File: src/logic/timer16_pkg.sv
// constants shared by the 16-bit free-running timer core
// assumes a 32-bit axi4-lite slave with word-aligned registers
package timer16_pkg;
   // ***********************************************
   // register byte offsets
   // ***********************************************
   localparam logic [7:0] counter_high_byte_off     = 8'h00;
   localparam logic [7:0] counter_low_byte_off      = 8'h04;
   localparam logic [7:0] alt_counter_high_byte_off = 8'h08;
   localparam logic [7:0] alt_counter_low_byte_off  = 8'h0C;
   localparam logic [7:0] timer_status_reg_off      = 8'h10;
   localparam logic [7:0] timer_control_one_off     = 8'h14;
   localparam logic [7:0] timer_control_two_off     = 8'h18;
   localparam logic [7:0] irq_status_off            = 8'h1C;
   localparam logic [7:0] irq_mask_off              = 8'h20;
   // ***********************************************
   // fields and values
   // ***********************************************
   localparam int          overflow_flag_bit       = 7;
   localparam int          overflow_irq_enable_bit = 5;
   localparam int          ext_edge_select_bit     = 0;
   localparam int          clock_select_lsb        = 2;
   localparam logic [15:0] count_reset_value       = 16'hFFFC;
   localparam logic [15:0] count_max               = 16'hFFFF;
   localparam logic [1:0]  cs_div4                 = 2'h0;
   localparam logic [1:0]  cs_div2                 = 2'h1;
   localparam logic [1:0]  cs_div8                 = 2'h2;
   localparam logic [1:0]  cs_external             = 2'h3;
   localparam logic [2:0]  div2_mask               = 3'h1;
   localparam logic [2:0]  div4_mask               = 3'h3;
   localparam logic [2:0]  div8_mask               = 3'h7;
   localparam logic [1:0]  resp_okay               = 2'h0;
   localparam logic [1:0]  resp_slverr             = 2'h2;
endpackage

File: src/logic/timer16_core.sv
// 16-bit free-running timer core with axi4-lite register access
// assumes ext_clock_pin is asynchronous; cpu_irq_mask and halt_mode come from the core clock
//
// Implementation choices: the AXI4-Lite slave port and the placing of the registers.
`timescale 1ns/1ps
module timer16_core #(
   parameter bit ext_pin_bonded = 1'b1 // zero when the pin is not bonded out
) (
   input  wire logic        aclk,          // core clock, 200 MHz
   input  wire logic        aresetn,       // synchronous reset, active low
   input  wire logic        ext_clock_pin, // external timer clock pin
   input  wire logic        cpu_irq_mask,  // cpu interrupt mask, high blocks timer_irq
   input  wire logic        halt_mode,     // high while device halted
   input  wire logic        wait_mode,     // high while device waits
   output      logic        timer_irq,     // overflow interrupt request
   output      logic        irq,           // masked sticky interrupt level
   input  wire logic [7:0]  s_axi_awaddr,  // write address
   input  wire logic        s_axi_awvalid, // write address valid
   output      logic        s_axi_awready, // write address ready
   input  wire logic [31:0] s_axi_wdata,   // write data
   input  wire logic [3:0]  s_axi_wstrb,   // write strobes
   input  wire logic        s_axi_wvalid,  // write data valid
   output      logic        s_axi_wready,  // write data ready
   output      logic [1:0]  s_axi_bresp,   // write response
   output      logic        s_axi_bvalid,  // write response valid
   input  wire logic        s_axi_bready,  // write response ready
   input  wire logic [7:0]  s_axi_araddr,  // read address
   input  wire logic        s_axi_arvalid, // read address valid
   output      logic        s_axi_arready, // read address ready
   output      logic [31:0] s_axi_rdata,   // read data
   output      logic [1:0]  s_axi_rresp,   // read response
   output      logic        s_axi_rvalid,  // read data valid
   input  wire logic        s_axi_rready   // read data ready
);
   // ***********************************************
   // state
   // ***********************************************
   typedef struct packed {
      logic [15:0] count;
      logic [2:0]  presc;
      logic [1:0]  ext_sync;
      logic        ext_prev;
      logic [7:0]  low_latch;
      logic        latch_open;
      logic        overflow_flag;
      logic        clear_armed;
      logic        overflow_irq_enable;
      logic [1:0]  clock_select_field;
      logic        ext_edge_select;
      logic        irq_status;
      logic        irq_mask;
      logic        aw_held;
      logic [7:0]  aw_addr;
      logic        w_held;
      logic [31:0] w_data;
      logic [3:0]  w_strb;
      logic        bvalid;
      logic [1:0]  bresp;
      logic        rvalid;
      logic [31:0] rdata;
      logic [1:0]  rresp;
   } state_t;

   state_t st;
   state_t next_st;

   logic       ext_level;
   logic       tick;
   logic       wrap;
   logic       wr_go;
   logic       rd_go;
   logic [2:0] div_mask;
   logic [7:0] rd_byte;
   logic       rd_ok;

   assign ext_level     = ext_pin_bonded ? ext_clock_pin : 1'b1;
   assign s_axi_awready = !st.aw_held;
   assign s_axi_wready  = !st.w_held;
   assign s_axi_arready = !st.rvalid;
   assign s_axi_bvalid  = st.bvalid;
   assign s_axi_bresp   = st.bresp;
   assign s_axi_rvalid  = st.rvalid;
   assign s_axi_rdata   = st.rdata;
   assign s_axi_rresp   = st.rresp;
   assign irq           = st.irq_status && st.irq_mask;
   assign timer_irq     = st.overflow_flag && st.overflow_irq_enable && !cpu_irq_mask;

   always_comb
   begin
      next_st = st;
      // ***********************************************
      // clock source
      // ***********************************************
      next_st.ext_sync = {st.ext_sync[0], ext_level};
      next_st.ext_prev = st.ext_sync[1];
      case (st.clock_select_field)
         timer16_pkg::cs_div4: div_mask = timer16_pkg::div4_mask;
         timer16_pkg::cs_div2: div_mask = timer16_pkg::div2_mask;
         timer16_pkg::cs_div8: div_mask = timer16_pkg::div8_mask;
         default:              div_mask = timer16_pkg::div8_mask;
      endcase
      if (!halt_mode)
      begin
         next_st.presc = st.presc + 3'h1;
      end
      if (st.clock_select_field == timer16_pkg::cs_external)
      begin
         tick = !halt_mode && (st.ext_edge_select ?
                (st.ext_sync[1] && !st.ext_prev) : (!st.ext_sync[1] && st.ext_prev));
      end
      else
      begin
         tick = !halt_mode && ((st.presc & div_mask) == div_mask);
      end
      wrap = tick && (st.count == timer16_pkg::count_max);
      if (tick)
      begin
         next_st.count = st.count + 16'h0001;
      end
      if (wrap)
      begin
         next_st.irq_status = 1'b1;
      end
      // ***********************************************
      // write channel
      // ***********************************************
      if (s_axi_awvalid && !st.aw_held)
      begin
         next_st.aw_held = 1'b1;
         next_st.aw_addr = s_axi_awaddr;
      end
      if (s_axi_wvalid && !st.w_held)
      begin
         next_st.w_held = 1'b1;
         next_st.w_data = s_axi_wdata;
         next_st.w_strb = s_axi_wstrb;
      end
      wr_go = st.aw_held && st.w_held && !st.bvalid;
      if (st.bvalid && s_axi_bready)
      begin
         next_st.bvalid = 1'b0;
      end
      if (wr_go)
      begin
         next_st.aw_held = 1'b0;
         next_st.w_held  = 1'b0;
         next_st.bvalid  = 1'b1;
         next_st.bresp   = timer16_pkg::resp_okay;
         case (st.aw_addr)
            timer16_pkg::counter_low_byte_off:
            begin
               next_st.count = timer16_pkg::count_reset_value;
               if (st.clear_armed)
               begin
                  next_st.clear_armed   = 1'b0;
                  next_st.overflow_flag = 1'b0;
               end
            end
            timer16_pkg::alt_counter_low_byte_off:
               next_st.count = timer16_pkg::count_reset_value;
            timer16_pkg::timer_control_one_off:
               if (st.w_strb[0])
               begin
                  next_st.overflow_irq_enable = st.w_data[timer16_pkg::overflow_irq_enable_bit];
               end
            timer16_pkg::timer_control_two_off:
               if (st.w_strb[0])
               begin
                  next_st.ext_edge_select    = st.w_data[timer16_pkg::ext_edge_select_bit];
                  next_st.clock_select_field =
                     st.w_data[timer16_pkg::clock_select_lsb +: 2];
               end
            timer16_pkg::irq_status_off:
               if (st.w_strb[0] && st.w_data[0] && !wrap)
               begin
                  next_st.irq_status = 1'b0;
               end
            timer16_pkg::irq_mask_off:
               if (st.w_strb[0])
               begin
                  next_st.irq_mask = st.w_data[0];
               end
            timer16_pkg::counter_high_byte_off,
            timer16_pkg::alt_counter_high_byte_off,
            timer16_pkg::timer_status_reg_off: ;
            default: next_st.bresp = timer16_pkg::resp_slverr;
         endcase
      end
      // ***********************************************
      // read channel
      // ***********************************************
      rd_go   = s_axi_arvalid && !st.rvalid;
      rd_ok   = 1'b1;
      rd_byte = 8'h00;
      if (st.rvalid && s_axi_rready)
      begin
         next_st.rvalid = 1'b0;
      end
      if (rd_go)
      begin
         case (s_axi_araddr)
            timer16_pkg::counter_high_byte_off,
            timer16_pkg::alt_counter_high_byte_off:
            begin
               rd_byte = st.count[15:8];
               if (!st.latch_open)
               begin
                  next_st.low_latch  = st.count[7:0];
                  next_st.latch_open = 1'b1;
               end
            end
            timer16_pkg::counter_low_byte_off,
            timer16_pkg::alt_counter_low_byte_off:
            begin
               rd_byte            = st.latch_open ? st.low_latch : st.count[7:0];
               next_st.latch_open = 1'b0;
               if (s_axi_araddr == timer16_pkg::counter_low_byte_off && st.clear_armed)
               begin
                  next_st.clear_armed   = 1'b0;
                  next_st.overflow_flag = 1'b0;
               end
            end
            timer16_pkg::timer_status_reg_off:
            begin
               rd_byte = 8'(st.overflow_flag) << timer16_pkg::overflow_flag_bit;
               next_st.clear_armed = st.overflow_flag;
            end
            timer16_pkg::timer_control_one_off:
               rd_byte = 8'(st.overflow_irq_enable) << timer16_pkg::overflow_irq_enable_bit;
            timer16_pkg::timer_control_two_off:
               rd_byte = {4'h0, st.clock_select_field, 1'b0, st.ext_edge_select};
            timer16_pkg::irq_status_off: rd_byte = {7'h00, st.irq_status};
            timer16_pkg::irq_mask_off:   rd_byte = {7'h00, st.irq_mask};
            default:                     rd_ok = 1'b0;
         endcase
         next_st.rvalid = 1'b1;
         next_st.rdata  = {24'h000000, rd_byte};
         next_st.rresp  = rd_ok ? timer16_pkg::resp_okay : timer16_pkg::resp_slverr;
      end
      if (wrap) // set wins over clear
      begin
         next_st.overflow_flag = 1'b1;
      end
   end

   always_ff @(posedge aclk)
   begin
      if (!aresetn)
      begin
         st       <= '0;
         st.count <= timer16_pkg::count_reset_value;
         st.ext_sync <= 2'h3;
         st.ext_prev <= 1'b1;
      end
      else
      begin
         st <= next_st;
      end
   end
endmodule

File: config.mk
export PLATFORM = sky130hd
export DESIGN_NAME = timer16_core
export DESIGN_NICKNAME = d
export VERILOG_FILES = /design/src/logic/timer16_pkg.sv /design/src/logic/timer16_core.sv
export SDC_FILE = /design/constraint.sdc
export NUM_CORES = 1
export LEC_CHECK = 0
export BUFFER_PORTS_ARGS = -buffer_cell sky130_fd_sc_hd__buf_2
export CAP_MARGIN = 20
export CORE_MARGIN = 10
export CORE_UTILIZATION = 46
export DETAILED_ROUTE_END_ITERATION = 16
export PLACE_DENSITY = 0.76
export SYNTH_ARGS = -nofsm -noshare
export SYNTH_HDL_FRONTEND = slang
export SYNTH_SLANG_ARGS = --single-unit
File: constraint.sdc
create_clock -name aclk -period 2.2 [get_ports aclk]
set_clock_uncertainty 0.2 [all_clocks]
set_input_delay 0.55 -clock aclk [delete_from_list [all_inputs] [get_ports aclk]]
set_output_delay 0.55 -clock aclk [all_outputs]
set_load 0.05 [all_outputs]
==> flow_summary.toml, run 1 <==
[timing]
min_period_ps = 2090
maxSlewHeadroom_pct = 65.6
worst_slack_ps = 107
period_share_pct = 95.2
rsz0062_at_grt = "false"
hold_violations = 0
hold_ws_ps = 178
setup_tns_ps = 0
tightest_slew_ps = 516
max_freq_mhz = 478
slew_violations = 0
finalSetupViolCount = 0

[die]
start_util_pct = 48.0
fp.dieW_microns = 105
placementRows = 30
ios = 106
fp.dieH_microns = 105
core_sq_um = 6870
die-area_sq_um = 10900

[cts]
clock-sinks = 66
postCtsSetupBuffers = 0
clock_path_buffers = 2
clockRootBuffer = "clkbuf_8"
tritoncts = "yes"
hold_buffers = 0
cts_made_buffers = 9
clk_pin_slew_ps = 70
clock_latency_ps = 340
cts-htree-levels = 3

[pwr]
power_density_nw_per_um2 = 669
seqPwrFrac_pct = 48.8
p_leak_nw = 1.65
combPwrFrac_pct = 14.9
clockPowerShare_pct = 36.3
totalPowerFinal_mw = 2.58
p_sw_mw = 0.771
ir_drop_mv = 0.261
swShare_pct = 29.9
p_int_mw = 1.81

[cells_and_area]
synthToLayoutAreaGrowth_pct = 17.0
multiInputGateArea_sq_um = 1730
diodes = 0
seq_area_sq_um = 1320
final_common_cell = "dfxtp_1"
filler_cell_count = 630
drive_gt1_share_pct = 24.7
nNetsFinal = 509
fin_util_pct = 56.1
final_cell_mix = "dfxtp_1 (65), nor2_1 (51), buf_2 (47)"

[global_route]
grt_use_met3_pct = 5.22
gr-total-overflow = 0
globalRoute.busiestLayer = "met2"
grt_pass1_wl_mm = 13.3
grt_pass1_vias = 2787
grt_use_met1_pct = 17.4
grt.total_usage_pct = 14.5
grt_util_met2_pct = 23.1
grt_max_degree = 29
grt_antenna_before_repair = 0

[route]
drc = 0
drtPass1Iterations = 5
wirelength_mm = 7.88
vias = 2875
ant_nets = 0
initialDrtViolationCount = 160
wl_per_cell_microns = 14.5
routed_via_density = 5.28

[critical_path]
r2r_cells = 5
cp.arrival_ps = 2180
r2r_start = "st[112]"
crit_path_cell_trace = "and3_2 > nand3_1 > or4_4 > or3_1 > nand3_1"
cpMostUsedCell = "nand3_1"
start_kind = "flop"
slowest_delay_ps = 550
worstSetupPathType = "reg2reg"
cpMaxStageDelayCell = "or4_4"
crit_end = "st[122]"
r2r_slack_ps = 110
cp-end-kind = "flop"
cp-startpoint = "st[112]"
rr_endpoint = "st[122]"
cp_data_required_time_ps = 2280
crit_path_max_fanout = 7

[logic_synthesis]
netlist_area_sq_um = 3290
avgSynthCellArea_sq_um = 8.69
synthDistinctLibCells = 55
yosysTopAreaCell = "dfxtp_1"
async_reset_ff_share_pct = 0
syn_inst = 379
ys_ff_latch = 66
synth_top_area_share_pct = 40.1
yosysSeqAreaShare_pct = 40.1
synth_edf_count = 0
synth_area_leaders = "dfxtp_1 (40%), mux2i_1 (10%), buf_4 (8.4%)"
synthFlopType = "dfxtp_1"
yosysWarnings = 0

[status]
status = "completed"

[placed_design]
hpwl_mm = 6.06
gp_congestion = 0.844
numPortBuffers = 47
place_ws_ps = -36.8

[flow_run]
cap_violations = 0

[hold_path]
holdCritPathClass = "in2reg"
holdPathStages = 2
worst min-delay path by stage:
stage                  start      endpoint
2_1_floorplan   next_st[103]  next_st[101]
3_3_place_gp    next_st[103]  next_st[101]
3_5_place_dp    next_st[103]  next_st[101]
4_1_cts        ext_clock_pin  next_st[103]
5_1_grt        ext_clock_pin  next_st[103]
6_report       ext_clock_pin  next_st[103]
per-layer routing:
metal / up-vias / wire, microns
li1: 1401 / -
met1: 1355 / 3340
met2: 106 / 3670
met5: - / 0
met4: 0 / 159
met3: 13 / 708
registers in the layout, indices dropped and copies added, names as in the netlist:
| name | flops |
|---|---|
| s_axi_bresp | 1 |
| s_axi_rresp | 1 |
| s_axi_rvalid | 1 |
| st | 52 |
| next_st | 2 |
| s_axi_bvalid | 1 |
| s_axi_rdata | 8 |
power by group through the flow:
| stage | clock network [mW] | registers, mW | logic [mW] |
|---|---|---|---|
| 6_report | 0.936 | 1.26 | 0.385 |
| 5_1_grt | 1.01 | 1.26 | 0.416 |
| 4_1_cts | 0.960 | 1.26 | 0.382 |
| 3_5_place_dp | 0 | 1.29 | 0.380 |
| 3_3_place_gp | 0 | 1.28 | 0.375 |
| 2_1_floorplan | 0 | 1.29 | 0.322 |
metrics by stage:
| step | instances | cell area [sq um] |
|---|---|---|
| finish | 545 | 3850 |
| global route | 545 | 3850 |
| CTS | 545 | 3840 |
| detailed placement | 529 | 3660 |
| global placement | 529 | 3660 |
| floorplan | 404 | 3400 |
synthesized netlist by cell type, types with 3 or more instances:
master / count
or3_1: 3
clkbuf_1: 11
nand2_1: 31
nor2b_1: 5
nand4_1: 8
xor2_1: 4
nor2_1: 51
and3_1: 3
o21ai_0: 14
inv_1: 6
buf_4: 37
xnor2_1: 8
a31oi_1: 5
nor4_1: 7
dfxtp_1: 66
a211oi_1: 3
mux2i_1: 34
nor3_1: 8
nand3_1: 12
a21oi_1: 9
and4_1: 3
nand2b_1: 7
logic make-up after synthesis:
group	share of synthesized area (%)
flip-flops	40.1
XOR/XNOR	3.19
other	0.114
multiplexers	11.0
adder cells (fa/ha/maj)	0.759
AO/OA/AOI/OAI	9.80
buffers and inverters	10.9
AND/OR/NAND/NOR	24.2
area by class of cell:
class	count	area share [%]
inverters	6	0.584
multi-input cells	282	44.9
well taps	96	3.12
clock inverters	4	0.682
repair buffers	79	12.3
flip-flops and latches	66	34.3
clock buffers	12	4.03
worst max-delay path, delay by kind of cell (launching register included):
| family | cells | cell delay [ps] |
|---|---|---|
| flip-flops | 1 | 460 |
| AND/OR/NAND/NOR | 5 | 1370 |
repair_timing:
| action | in CTS | in global routing |
|---|---|---|
| endpoints found under the hold margin | 0 | 0 |
| setup endpoints to repair | 0 | 12 |
| resized for setup | 0 | 3 |
(Power assumes the default switching activity.)
==> inputs of run 2 (changes only) <==
--- a/config.mk
+++ b/config.mk
@@ -8,9 +8,9 @@
 export BUFFER_PORTS_ARGS = -buffer_cell sky130_fd_sc_hd__buf_2
 export CAP_MARGIN = 20
 export CORE_MARGIN = 10
-export CORE_UTILIZATION = 46
+export CORE_UTILIZATION = 51
 export DETAILED_ROUTE_END_ITERATION = 16
-export PLACE_DENSITY = 0.76
+export PLACE_DENSITY = 0.8
 export SYNTH_ARGS = -nofsm -noshare
 export SYNTH_HDL_FRONTEND = slang
 export SYNTH_SLANG_ARGS = --single-unit
==> constraint.sdc (replaced) <==
create_clock -name aclk -period 2.1 [get_ports aclk]
set_clock_uncertainty 0.2 [all_clocks]
set_input_delay 0.525 -clock aclk [delete_from_list [all_inputs] [get_ports aclk]]
set_output_delay 0.525 -clock aclk [all_outputs]
set_load 0.05 [all_outputs]
==> run 2 against run 1 <==
Net effect: sequential power is 5% higher; die area decreased by 8.0%; wire length increased by 3.0%; global-route usage grew 1.5 points; critical path depth unchanged; total power grew 17%; sequential share of layout area down 0.87 points; count of clock-buffer cells in the layout down 2; critical endpoint unchanged; non-clock buffer count up 7.
==> flow_summary.toml, run 2 (synthesized netlist as in run 1, its figures left out) <==
[critical_path]
cp-startpoint = "st[86]"
cp-end-kind = "flop"
r2r_cells = 5
cp_data_required_time_ps = 2180
crit_end = "st[122]"
r2r_start = "st[86]"
rr_endpoint = "st[122]"
r2r_slack_ps = 60
cp.arrival_ps = 2120
crit_path_max_fanout = 5
start_kind = "flop"
worstSetupPathType = "reg2reg"

[flow_run]
cap_violations = 0

[global_route]
grt.total_usage_pct = 16.0
grt_antenna_before_repair = 0
gr-total-overflow = 0
grt_max_degree = 29
grt_pass1_wl_mm = 13.4
grt_pass1_vias = 2905

[cells_and_area]
max_flop_register = "st"
diodes = 0
synthToLayoutAreaGrowth_pct = 20.1
final_common_cell = "dfxtp_1"
design_area_sq_um = 3960
nNetsFinal = 516
largest_reg_flops = 52
final_cell_mix = "dfxtp_1 (64), nor2_1 (51), buf_2 (47)"
drive_gt1_share_pct = 26.5

[placed_design]
hpwl_mm = 6.11
gp_congestion = 0.825
numPortBuffers = 47
placed_area_sq_um = 3690

[route]
drtPass1Iterations = 4
wl_per_cell_microns = 15.2
ant_nets = 0
routed_via_density = 5.51
drc = 0
initialDrtViolationCount = 170
wirelength_mm = 8.11
vias = 2938

[pwr]
ir_drop_mv = 0.460
p_leak_nw = 1.71
power_density_nw_per_um2 = 762

[timing]
hold_ws_ps = 168
max_freq_mhz = 491
slew_violations = 0
period_share_pct = 97.0
finalSetupViolCount = 0
min_period_ps = 2040
hold_violations = 0

[cts]
cts-htree-levels = 3
clk_pin_slew_ps = 70
clock_latency_ps = 340
cts_made_buffers = 9
clock_path_buffers = 2
tritoncts = "yes"
hold_buffers = 0
clock-sinks = 66
clockRootBuffer = "clkbuf_8"

[die]
fp.dieH_microns = 100
die-area_sq_um = 10100
ios = 106
core_sq_um = 6310
fp.dieW_microns = 100
placementRows = 29
start_util_pct = 52.2

[status]
status = "completed"

[hold_path]
holdCritPathClass = "in2reg"
==> run 2: changes by cell type in the layout (fill, tap and decap cells not counted), moves of 2 or more <==
cell,before,now
buf_4,32,39
clkbuf_8,11,9
clkinv_2,2,0
bufinv_16,0,3
==> run 2: through the flow <==
stage	TNS, ps	setup WS [ps]	util [%]	instances	power [mW]
6_report	0	62.6	62.7	533	3.01
5_1_grt	-2.42	-2.42	62.7	533	3.13
4_1_cts	0	27.8	62.4	532	3.02
3_3_place_gp	-90.8	-63.4	58.4	516	1.74
2_1_floorplan	0	24.8	-	404	1.69
3_5_place_dp	-193	-75.7	58.4	516	1.75
==> run 2: layout make-up <==
cell class | count | area, sq um
clock inverter | 6 | 115
clock buffer | 10 | 128
multi-input combinational | 282 | 1740
tap | 77 | 96.3
sequential | 66 | 1320
inverter | 6 | 26.3
fill | 536 | 2360
timing repair buffer | 86 | 528
==> run 2: routing by layer <==
layer	share of wire (%)	vias up	track usage [%]
met5	0	-	0
met4	1.4	0	7.39
met3	9.8	11	4.33
met2	49	110	27.2
met1	39	1399	18.1
li1	-	1418	-
==> run 2: how the worst min path moves through the flow <==
stage	cells after the start	from	slack [ps]	to
6_report	2	ext_clock_pin	170	next_st[103]
5_1_grt	2	s_axi_rready	160	s_axi_rvalid
4_1_cts	2	ext_clock_pin	150	next_st[103]
3_5_place_dp	1	next_st[103]	210	next_st[101]
3_3_place_gp	1	next_st[103]	200	next_st[101]
2_1_floorplan	1	next_st[103]	190	next_st[101]
==> run 2: worst max-delay path: stages, from the launching register on <==
cell and delay, ps:
dfxtp_1 320, or3b_1 400, o2111a_2 180, or4_4 450
or3_1 360, nand3_1 80
==> run 2: report_power, final <==
group	internal, mW	total, mW	switching [mW]
clock network	0.793	1.29	0.493
logic	0.114	0.408	0.294
registers	1.29	1.32	0.0311
==> run 2: repair_timing <==
action                                  4_1_cts  5_1_grt
endpoints found under the setup margin        4        8
gates cloned                                  0        0
gates resized for setup                       1        3
buffers inserted                              0        1
pin swaps                                     0        2
==> inputs of run 3 (changes only) <==
--- a/config.mk
+++ b/config.mk
@@ -5,10 +5,11 @@
 export SDC_FILE = /design/constraint.sdc
 export NUM_CORES = 1
 export LEC_CHECK = 0
+export ABC_AREA = 1
 export BUFFER_PORTS_ARGS = -buffer_cell sky130_fd_sc_hd__buf_2
 export CAP_MARGIN = 20
 export CORE_MARGIN = 10
-export CORE_UTILIZATION = 51
+export CORE_UTILIZATION = 52
 export DETAILED_ROUTE_END_ITERATION = 16
 export PLACE_DENSITY = 0.8
 export SYNTH_ARGS = -nofsm -noshare
==> run 3 against run 2 <==
Net effect: count of clock-buffer cells in the layout increased by 1; maximum frequency increased by 10%; wire length decreased by 1.2%; synthesized cell count increased by 35%; die area increased by 6.6%; sequential share of layout area decreased by 0.45 points; total power decreased by 5.5%; first-iteration DRC count decreased by 11%; clock power decreased by 16%; hold slack improved by 8.1 ps; combinational power increased by 4.9%; cell count increased by 23%; critical path type is now reg2out; largest power group unchanged.
==> flow_summary.toml, run 3 <==
[status]
status = "completed"

[hold_path]
holdPathStages = 2
whs_endpoint = "next_st[103]"
holdCritPathClass = "in2reg"
min_from = "ext_clock_pin"

[cells_and_area]
seq_area_sq_um = 1320
drive_gt1_share_pct = 18.4
synthToLayoutAreaGrowth_pct = 10.2
largest_reg_flops = 52
layout.cells.non_filler = 657
filler_cell_count = 651
final_cell_mix = "nand2_1 (102), dfxtp_1 (66), inv_1 (64)"
design_area_sq_um = 4000
diodes = 0
final_common_cell = "nand2_1"
nNetsFinal = 621
multiInputGateArea_sq_um = 1810
max_flop_register = "st"

[global_route]
gr-total-overflow = 0
grt_pass1_vias = 3154
grt_max_degree = 28
grt_antenna_before_repair = 0
grt_pass1_wl_mm = 13.8
grt.total_usage_pct = 14.7

[critical_path]
start_kind = "flop"
cp-end-kind = "output pin"
r2r_slack_ps = 410
cp.arrival_ps = 1120
cp-startpoint = "st[91]"
r2r_start = "st[107]"
crit_path_max_fanout = 4
worstSetupPathType = "reg2out"
cp_data_required_time_ps = 1370
rr_endpoint = "st[121]"
r2r_cells = 8

[route]
routed_via_density = 4.90
drtPass1Iterations = 7
ant_nets = 0
wl_met3_microns = 578
dr_wl_met2_mm = 3.73
wirelength_mm = 8.02
wl_per_cell_microns = 12.2
initialDrtViolationCount = 152
drc = 0
topRoutingLayerUsed = "met4"
vias = 3222
wirelength_met1_mm = 3.54

[logic_synthesis]
yosysSeqAreaShare_pct = 36.4
synth.top_cells.by_count = "nand2_1 (102), dfxtp_1 (66), inv_1 (64)"
syn_inst = 513
yosysWarnings = 0
avgSynthCellArea_sq_um = 7.09
yosysTopAreaCell = "dfxtp_1"
synth.most_common_cell = "nand2_1"
synthDistinctLibCells = 40
synth_top_area_share_pct = 36.4
synth_edf_count = 0
synthFlopType = "dfxtp_1"
synth_area_leaders = "dfxtp_1 (36%), nand2_1 (11%), buf_4 (7.4%)"
netlist_area_sq_um = 3630
async_reset_ff_share_pct = 0
ys_ff_latch = 66

[cts]
clockRootBuffer = "clkbuf_8"
clk_pin_slew_ps = 70
hold_buffers = 0
clock_latency_ps = 340
post_cts_resized = 0
cts_made_buffers = 9
tritoncts = "yes"
clock_path_buffers = 2
clock-sinks = 66
cts-htree-levels = 3
postCtsSetupBuffers = 0

[timing]
hold_ws_ps = 176
max_freq_mhz = 541
period_share_pct = 88.0
setup_tns_ps = 0
rsz0062_at_grt = "false"
slew_violations = 0
min_period_ps = 1850
finalSetupViolCount = 0
hold_violations = 0

[die]
fp.dieW_microns = 104
start_util_pct = 53.5
ios = 106
core_sq_um = 6790
fp.dieH_microns = 104
placementRows = 30
die-area_sq_um = 10700

[pwr]
p_leak_nw = 1.88
ir_drop_mv = 0.362
power_density_nw_per_um2 = 711
combPwrFrac_pct = 15.0
p_sw_mw = 0.855
totalPowerFinal_mw = 2.85
seqPwrFrac_pct = 47.0
p_int_mw = 1.99
swShare_pct = 30.0
clockPowerShare_pct = 38.0

[placed_design]
numPortBuffers = 47
placed_area_sq_um = 3800
hpwl_mm = 6.24
gp_congestion = 0.890
post-place-cells = 641

[flow_run]
cap_violations = 0
## run 3: cell families (layout without fill, tap and decap cells)
| logic type | after synthesis | count (layout) | share of synthesized area [%] |
|---|---|---|---|
| buffers and inverters | 115 | 138 | 16.4 |
| flip-flops | 66 | 66 | 36.4 |
| XOR/XNOR | 5 | 5 | 1.20 |
| AO/OA/AOI/OAI | 80 | 80 | 13.6 |
| other | 1 | 26 | 0.103 |
| adder cells (fa/ha/maj) | 2 | 2 | 0.688 |
| AND/OR/NAND/NOR | 244 | 244 | 31.7 |
## run 3: worst max path at each step
stage,slack [ps],depth (start not counted),to
2_1_floorplan,30,7,st[98]
3_3_place_gp,240,9,st[90]
3_5_place_dp,220,9,st[90]
4_1_cts,230,3,timer_irq
5_1_grt,180,3,timer_irq
6_report,250,3,timer_irq
## run 3: through the flow
step           utilization [%]  setup slack (ps)
2_1_floorplan                -              33.0
3_3_place_gp              55.9               244
3_5_place_dp              55.9               223
4_1_cts                   58.9               232
5_1_grt                   58.9               178
6_report                  58.9               253
## run 3: critical path: stages (launching register included)
cell	delay [ps]
dfxtp_1	370
nand2_1	90
nor2_1	80
buf_2	260
## run 3: power by group through the flow
stage,registers [mW],logic [mW],clock network [mW]
final,1.34,0.428,1.08
after CTS,1.34,0.426,1.11
after global routing,1.34,0.474,1.16
after floorplan,1.36,0.370,0
after global placement,1.36,0.412,0
after detailed placement,1.37,0.422,0
## run 3: area by class of cell
class                   instances  share of cell area [%]
inverters                      67                    6.28
multi-input cells             357                    45.3
well taps                      96                    3.00
clock buffers                  11                    3.53
flip-flops and latches         66                    33.0
repair buffers                 55                    7.37
clock inverters                 5                    1.56
## run 3: per-layer routing
layer | up-vias | global-route usage (%)
met4 | 0 | 6.55
li1 | 1666 | -
met2 | 123 | 24.0
met3 | 12 | 3.97
met1 | 1421 | 17.7
met5 | - | 0
